`config.mk`:
```
export PLATFORM = sky130hd
export DESIGN_NAME = vcr_cap_regs
export DESIGN_NICKNAME = d
export VERILOG_FILES = /design/src/vcr_pkg.sv /design/src/vcr_cap_regs.sv /design/src/vcr_table_mem.sv
export SDC_FILE = /design/constraint.sdc
export NUM_CORES = 1
export LEC_CHECK = 0
export ABC_CLOCK_PERIOD_IN_PS = 3200
export BUFFER_PORTS_ARGS = -buffer_cell sky130_fd_sc_hd__buf_2
export CORE_MARGIN = 1.5
export CORE_UTILIZATION = 48
export CTS_CLUSTER_SIZE = 8
export DETAILED_ROUTE_END_ITERATION = 8
export PLACE_DENSITY = 0.67
export SLEW_MARGIN = 5
export SYNTH_ARGS = -nofsm -noshare
export SYNTH_HDL_FRONTEND = slang
export SYNTH_SLANG_ARGS = --single-unit
```
`constraint.sdc`:
```
create_clock -name ref_clk -period 3.2 [get_ports ref_clk]
set_input_delay 0.8 -clock ref_clk [delete_from_list [all_inputs] [get_ports ref_clk]]
set_output_delay 0.8 -clock ref_clk [all_outputs]
set_load 0.05 [all_outputs]
```
`src/vcr_pkg.sv`:
```
// constants, field layout and read-value functions of the vc capability block
// ----------------------------------------------------------------------------
// Behaviour
// - next-capability pointer reads zero: last entry of the extended list.
// - capability version reads 1 in low nibble, 16-bit value 0001h.
// - arbitration table entry size field reads 10b, four-bit entries.
// - timer reference field reads 00b, internal 100 ns timer.
// - low-priority count reads 001b, 000b while strict priority enabled.
// - strict priority enabled: extended channel always beats VC0 at port.
// - extended channel count field reads 001b, one extra channel.
// - table location field reads 03h, 00h when low-priority count 000b.
// - location 00h: table storage is scratch pad, no arbitration effect.
// - scheme bits: 0 round-robin, 1/2/3 WRR 32/64/128 phases, 4-7 zero.
// - reserved bits of both port capability registers always read zero.
// ----------------------------------------------------------------------------
package vcr_pkg;

    // ------------------------------------------------------------------------
    // access port geometry
    // ------------------------------------------------------------------------
    localparam int ADDR_W = 12;
    localparam int DATA_W = 32;
    localparam int BE_W = 4;

    // ------------------------------------------------------------------------
    // byte offsets in extended configuration space
    // ------------------------------------------------------------------------
    localparam logic [11:0] OFF_CAP_ID = 12'h150;
    localparam logic [11:0] OFF_NEXT_VER = 12'h152;
    localparam logic [11:0] OFF_PORT_CAP1 = 12'h154;
    localparam logic [11:0] OFF_PORT_CAP2 = 12'h158;
    localparam logic [11:0] ARB_TABLE_BYTES = 12'h030;
    localparam logic [11:0] OFF_ARB_TABLE = OFF_CAP_ID + ARB_TABLE_BYTES;
    localparam int TABLE_WORDS = 4;
    localparam int TABLE_AW = 2;
    localparam int PHASES = 32;
    localparam int PHASE_W = 5;
    localparam int ENTRY_W = 4;

    // ------------------------------------------------------------------------
    // field positions and values
    // ------------------------------------------------------------------------
    localparam logic [15:0] CAP_ID_VALUE = 16'h0002;
    localparam int NEXT_PTR_LSB = 20;
    localparam logic [11:0] NEXT_PTR_VALUE = 12'h000;
    localparam int VERSION_LSB = 16;
    localparam logic [3:0] CAP_VERSION = 4'h1;
    localparam logic [15:0] NEXT_VER_RESET = 16'h0001;
    localparam int ENTRY_SIZE_LSB = 10;
    localparam logic [1:0] ENTRY_SIZE_VALUE = 2'h2;
    localparam int TIMER_REF_LSB = 8;
    localparam logic [1:0] TIMER_REF_VALUE = 2'h0;
    localparam int LOW_PRIO_LSB = 4;
    localparam logic [2:0] LOW_PRIO_NORMAL = 3'h1;
    localparam logic [2:0] LOW_PRIO_STRICT = 3'h0;
    localparam int EXTRA_COUNT_LSB = 0;
    localparam logic [2:0] EXTRA_CHANNEL_COUNT = 3'h1;
    localparam int TABLE_LOC_LSB = 24;
    localparam logic [7:0] ARB_TABLE_LOCATION = 8'h03;
    localparam logic [7:0] ARB_TABLE_NONE = 8'h00;
    localparam int SCHEMES_LSB = 0;
    localparam int SCHEME_RR_BIT = 0;
    localparam int SCHEME_WRR32_BIT = 1;
    localparam int SCHEME_WRR64_BIT = 2;
    localparam int SCHEME_WRR128_BIT = 3;
    localparam logic [7:0] SCHEMES_NONE = 8'h00;
    localparam logic [31:0] ZERO_WORD = 32'h0000_0000;

    // ------------------------------------------------------------------------
    // decode and read-value functions
    // ------------------------------------------------------------------------
    function automatic logic wordHit(input logic [11:0] addr,
                                     input logic [11:0] off);
        wordHit = (addr[11:2] == off[11:2]);
    endfunction

    function automatic logic tableHit(input logic [11:0] addr);
        tableHit = (addr[11:4] == OFF_ARB_TABLE[11:4]);
    endfunction

    function automatic logic [2:0] lowPrioCount(input logic strictEn);
        lowPrioCount = strictEn ? LOW_PRIO_STRICT : LOW_PRIO_NORMAL;
    endfunction

    function automatic logic [7:0] schemeMask(input logic strictEn);
        logic [7:0] m;
        m = SCHEMES_NONE;
        m[SCHEME_RR_BIT] = 1'b1;
        m[SCHEME_WRR32_BIT] = 1'b1;
        if (lowPrioCount(strictEn) == LOW_PRIO_STRICT)
        begin
            m = SCHEMES_NONE;
        end
        schemeMask = m;
    endfunction

    function automatic logic [31:0] headerWord();
        logic [31:0] w;
        w = ZERO_WORD;
        w[15:0] = CAP_ID_VALUE;
        w[VERSION_LSB +: 4] = CAP_VERSION;
        w[NEXT_PTR_LSB +: 12] = NEXT_PTR_VALUE;
        headerWord = w;
    endfunction

    function automatic logic [31:0] portCap1(input logic strictEn);
        logic [31:0] w;
        w = ZERO_WORD;
        w[ENTRY_SIZE_LSB +: 2] = ENTRY_SIZE_VALUE;
        w[TIMER_REF_LSB +: 2] = TIMER_REF_VALUE;
        w[LOW_PRIO_LSB +: 3] = lowPrioCount(strictEn);
        w[EXTRA_COUNT_LSB +: 3] = EXTRA_CHANNEL_COUNT;
        portCap1 = w;
    endfunction

    function automatic logic [31:0] portCap2(input logic strictEn);
        logic [31:0] w;
        w = ZERO_WORD;
        w[TABLE_LOC_LSB +: 8] = ARB_TABLE_LOCATION;
        if (lowPrioCount(strictEn) == LOW_PRIO_STRICT)
        begin
            w[TABLE_LOC_LSB +: 8] = ARB_TABLE_NONE;
        end
        w[SCHEMES_LSB +: 8] = schemeMask(strictEn);
        portCap2 = w;
    endfunction

endpackage

```
`src/vcr_cap_regs.sv`:
```
// vc capability registers, table access and port channel arbiter
`timescale 1ns/10ps
module vcr_cap_regs (
    // clock and reset
    input wire logic ref_clk,
    input wire logic resetn,
    // configuration access
    input wire logic cfgRead,
    input wire logic cfgWrite,
    input wire logic [vcr_pkg::ADDR_W-1:0] cfgAddr,
    input wire logic [vcr_pkg::DATA_W-1:0] cfgWrData,
    input wire logic [vcr_pkg::BE_W-1:0] cfgByteEn,
    output logic [vcr_pkg::DATA_W-1:0] cfgRdData,
    output logic cfgRdValid,
    // general control
    input wire logic strictPriorityEn,
    // port channel arbitration
    input wire logic reqVc0,
    input wire logic reqExt,
    output logic grantVc0,
    output logic grantExt
);
    import vcr_pkg::*;

    // ------------------------------------------------------------------------
    // read decode, first stage
    // ------------------------------------------------------------------------
    logic s1Valid_reg;
    logic s1Valid_next;
    logic s1Table_reg;
    logic s1Table_next;
    logic [DATA_W-1:0] s1Const_reg;
    logic [DATA_W-1:0] s1Const_next;
    logic tableWrEn;
    logic [DATA_W-1:0] tableRdA;
    logic [DATA_W-1:0] tableRdB;

    always_comb
    begin
        s1Valid_next = cfgRead;
        s1Table_next = cfgRead && tableHit(cfgAddr);
        s1Const_next = ZERO_WORD;
        if (cfgRead)
        begin
            if (wordHit(cfgAddr, OFF_CAP_ID))
            begin
                s1Const_next = headerWord();
            end
            else if (wordHit(cfgAddr, OFF_PORT_CAP1))
            begin
                s1Const_next = portCap1(strictPriorityEn);
            end
            else if (wordHit(cfgAddr, OFF_PORT_CAP2))
            begin
                s1Const_next = portCap2(strictPriorityEn);
            end
        end
    end

    // capability words are built from constants and the strict input, never from stored data
    assign tableWrEn = cfgWrite && tableHit(cfgAddr);

    always_ff @(posedge ref_clk or negedge resetn)
    begin
        if (!resetn)
        begin
            s1Valid_reg <= 1'b0;
            s1Table_reg <= 1'b0;
            s1Const_reg <= ZERO_WORD;
        end
        else
        begin
            s1Valid_reg <= s1Valid_next;
            s1Table_reg <= s1Table_next;
            s1Const_reg <= s1Const_next;
        end
    end

    // ------------------------------------------------------------------------
    // read answer, second stage
    // ------------------------------------------------------------------------
    logic [DATA_W-1:0] rdData_reg;
    logic [DATA_W-1:0] rdData_next;
    logic rdValid_reg;
    logic rdValid_next;

    always_comb
    begin
        rdValid_next = s1Valid_reg;
        rdData_next = s1Table_reg ? tableRdA : s1Const_reg;
        if (!s1Valid_reg)
        begin
            rdData_next = ZERO_WORD;
        end
    end

    always_ff @(posedge ref_clk or negedge resetn)
    begin
        if (!resetn)
        begin
            rdData_reg <= ZERO_WORD;
            rdValid_reg <= 1'b0;
        end
        else
        begin
            rdData_reg <= rdData_next;
            rdValid_reg <= rdValid_next;
        end
    end

    assign cfgRdData = rdData_reg;
    assign cfgRdValid = rdValid_reg;

    // ------------------------------------------------------------------------
    // arbitration table
    // ------------------------------------------------------------------------
    logic [PHASE_W-1:0] phase_reg;
    logic [PHASE_W-1:0] phase_next;
    logic [ENTRY_W-1:0] entry;
    logic preferExt;

    vcr_table_mem #(
        .WIDTH(DATA_W),
        .DEPTH(TABLE_WORDS),
        .AW(TABLE_AW)
    ) u_table (
        .clk(ref_clk),
        .resetn(resetn),
        .wrEn(tableWrEn),
        .wrAddr(cfgAddr[TABLE_AW+1:2]),
        .wrData(cfgWrData),
        .wrByteEn(cfgByteEn),
        .rdAddrA(cfgAddr[TABLE_AW+1:2]),
        .rdDataA(tableRdA),
        .rdAddrB(phase_next[PHASE_W-1:PHASE_W-TABLE_AW]),
        .rdDataB(tableRdB)
    );

    // ------------------------------------------------------------------------
    // port channel arbiter
    // ------------------------------------------------------------------------
    assign entry = tableRdB[phase_reg[2:0]*ENTRY_W +: ENTRY_W];
    assign preferExt = entry[0];

    always_comb
    begin
        grantVc0 = 1'b0;
        grantExt = 1'b0;
        if (strictPriorityEn)
        begin
            grantExt = reqExt;
            grantVc0 = reqVc0 && !reqExt;
        end
        else if (preferExt)
        begin
            grantExt = reqExt;
            grantVc0 = reqVc0 && !reqExt;
        end
        else
        begin
            grantVc0 = reqVc0;
            grantExt = reqExt && !reqVc0;
        end
    end

    // work-conserving: a phase owner with nothing queued yields the slot
    always_comb
    begin
        phase_next = phase_reg;
        if (!strictPriorityEn && (grantVc0 || grantExt))
        begin
            phase_next = PHASE_W'(phase_reg + 1'b1);
        end
        // table is scratch pad in strict mode; phase frozen
    end

    always_ff @(posedge ref_clk or negedge resetn)
    begin
        if (!resetn)
        begin
            phase_reg <= '0;
        end
        else
        begin
            phase_reg <= phase_next;
        end
    end
endmodule

```
`src/vcr_table_mem.sv`:
```
// arbitration table storage: one byte-masked write port, two registered reads
`timescale 1ns/10ps
module vcr_table_mem #(
    parameter int WIDTH = 32,
    parameter int DEPTH = 4,
    parameter int AW = 2
) (
    // clock and reset
    input wire logic clk,
    input wire logic resetn,
    // write port
    input wire logic wrEn,
    input wire logic [AW-1:0] wrAddr,
    input wire logic [WIDTH-1:0] wrData,
    input wire logic [WIDTH/8-1:0] wrByteEn,
    // configuration read port
    input wire logic [AW-1:0] rdAddrA,
    output logic [WIDTH-1:0] rdDataA,
    // arbiter read port
    input wire logic [AW-1:0] rdAddrB,
    output logic [WIDTH-1:0] rdDataB
);
    logic [WIDTH-1:0] mem_reg [DEPTH];
    logic [WIDTH-1:0] mem_next [DEPTH];

    always_comb
    begin
        for (int i = 0; i < DEPTH; i++)
        begin
            mem_next[i] = mem_reg[i];
        end
        if (wrEn)
        begin
            for (int b = 0; b < WIDTH/8; b++)
            begin
                if (wrByteEn[b])
                begin
                    mem_next[wrAddr][b*8 +: 8] = wrData[b*8 +: 8];
                end
            end
        end
    end

    // reset keeps the arbiter off unknown entries after power-up
    always_ff @(posedge clk or negedge resetn)
    begin
        if (!resetn)
        begin
            for (int i = 0; i < DEPTH; i++)
            begin
                mem_reg[i] <= '0;
            end
            rdDataA <= '0;
            rdDataB <= '0;
        end
        else
        begin
            mem_reg <= mem_next;
            rdDataA <= mem_reg[rdAddrA];
            rdDataB <= mem_reg[rdAddrB];
        end
    end
endmodule

```
==> impl_metrics.tcl <==
set metrics [dict create \
    drc_errors 0 \
    vias 4645 \
    gr-usage-all-layers 0.197 \
    timing.rr.start "phase_reg[0]" \
    setup-violations-final 0 \
    clockBufferDepth 3 \
    fmax_mhz 319 \
    routabilityCongestion 0.706 \
    antenna_found_initial 2 \
    h-tree-depth 1 \
    drv_slew 0 \
    largest_register_ffs 128 \
    arrival_ns 2.33 \
    layout.cells.non_filler 837 \
    routed_wl_mm 17.2 \
    leakage_nw 5.26 \
    timing.slew.headroom 0.249 \
    dieArea_um2 18700 \
    skew_ns 0.00836 \
    ys_types 35 \
    ant_nets 0 \
    synth_top_area_frac 0.624 \
    hp-class "input pin to asynchronous set/reset pin" \
    yosysTopAreaCell "dfrtp_1" \
    fin_area_um2 10100 \
    port_buffers 87 \
    placedInstanceArea_um2 9300 \
    outcome "finished, final reports clean" \
    syn-cell-area_um2 8580 \
    fp-row-count 48 \
    rsz0062_at_grt "true" \
    crit_path_end_kind "output port" \
    min_period_ns 3.13 \
    clock_sinks 214 \
    synth_most_common_cell "dfrtp_1" \
    clockRootBuffer "clkbuf_16" \
    worst_pin_slew_ns 1.13 \
    clock_latency_ns 0.52 \
    ys_async_sr_fraction 1.00 \
    fin_crit_sh 0.978 \
    synth_top_cells_by_count "dfrtp_1 (214), mux2_2 (130), mux4_2 (42), and3_1 (25)" \
    cp-start-kind "register" \
    crit_type "register to output port" \
    dr.pass1.iters 4 \
    cts_tree "done" \
    synth-main-ff-cell "dfrtp_1" \
    die_y_um 137 \
    ys_top_cells_by_area "dfrtp_1 (62%), mux2_2 (17%), mux4_2 (11%)" \
    power_density_nw_per_um2 589 \
    hold_viol 0 \
    area_delta_synth_final_pct 18.0 \
    synth_nets 558 \
    clk_pin_slew_ns 0.05 \
    cts_buffers 30 \
    drt_iter0_drc 211 \
    path_max_fanout 3 \
    grt_max_degree 87 \
    die_w_um 137 \
    post-route-util 0.583 \
    grt_pass1_wl_mm 27.9 \
    drt-vias-per-instance 5.55 \
    peakVddDrop_mv 0.403 \
    dp.cells 802 \
    post_drt_wl_per_cell_um 20.5 \
    gr-total-overflow 0 \
    dp_hpwl_mm 10.9 \
    crit_path_start "phase_reg[0]" \
    cap_violations 0 \
    syn-instance-count 502 \
    yosysWarnings 0 \
    postSynthAreaPerCell_um2 17.1 \
    post_route_cells_drive_above_1_share 0.526 \
    core-area_um2 17400 \
    first_global_vias 5173 \
    nNetsFinal 666 \
    synth-edff-count 0 \
    initial_core_util 0.494 \
    ys_seq_area_frac 0.624 \
    crit_required_ns 2.40 \
    ys_seq_elements 214 \
    io_pins 90 \
]
==> repair_timing <==
action                                  in CTS  in global routing
endpoints found under the setup margin       2                  1
pin swaps                                    0                  0
buffers inserted                             1                  0
resized for setup                            3                  3
hold buffers                                 0                  0
==> power breakdown <==
part	total (mW)	switching (mW)	leakage (nW)	internal (mW)
registers	2.83	0.0603	2.97	2.77
clock network	2.70	1.01	0.389	1.69
logic	0.430	0.244	1.90	0.186
==> final timing paths <==
path                                       end  slack, ns  depth (start not counted)
setup / recovery                      grantExt       0.07                          5
hold / removal             u_table.mem_reg[26]       0.34                          1
setup reg to reg            u_table.rdDataB[4]       1.29                          4
hold reg to reg                  cfgRdData[17]       0.48                          1
max in group asynchronous         cfgRdData[9]       2.05                          2
min in group ref_clk              rdValid_next       0.41                          1
==> placed cells by master, fill, tap and decap left out, types with 3 or more instances in the layout <==
cell	instances
nand2b_1	3
nor3_2	4
clkbuf_16	31
mux4_2	42
dfrtp_1	213
nand4_2	9
nand2_1	8
buf_4	10
and3_1	25
mux2i_1	5
or3_1	5
mux2_2	129
inv_1	3
nor2b_1	6
nor2_1	4
buf_2	84
==> final cells by class <==
| cell class | instances | area [um^2] |
|---|---|---|
| fillers | 1343 | 7230 |
| well taps | 225 | 282 |
| inverters | 3 | 11.3 |
| clock buffers | 32 | 790 |
| multi-input cells | 263 | 3120 |
| repair buffers | 98 | 561 |
| diodes | 2 | 5.00 |
| flip-flops and latches | 214 | 5360 |
==> through the flow <==
stage | setup slack, ns | hold WS (ns) | setup TNS, ns | total power, mW
finish | 0.0688 | 0.336 | 0 | 5.96
global placement | 0.434 | 0.469 | 0 | 3.28
global route | -0.00626 | 0.393 | -0.00787 | 6.21
CTS | 0.0123 | 0.351 | 0 | 6.04
detailed placement | 0.447 | 0.474 | 0 | 3.30
floorplan | 0.357 | 0.414 | 0 | 3.10
==> cells by family (layout without fill, tap and decap cells) <==
kind of cell	count (synthesis)	count (layout)	share of synthesized area
fa+ha+maj	1	1	0.00146
other cells	0	2	0
simple gates	75	75	0.0633
flops	214	214	0.624
buf+inv	25	133	0.0128
xor+xnor	4	4	0.00627
mux	177	177	0.287
compound gates	6	6	0.00496
==> metal layers <==
layer  wire [um]  GRT usage  vias up
li1            -          -     2061
met4         282     0.0514        0
met3         851     0.0396       25
met2        8850      0.336      107
met1        7200      0.259     2452
met5           0          0        -
==> worst max-delay path, cell delays in order (launching register included) <==
cell and delay, ns:
dfrtp_2 0.40, mux4_2 0.51, mux2_4 0.27, or3_1 0.32, and2_4 0.17, buf_6 0.14
(Power assumes the default switching activity.)
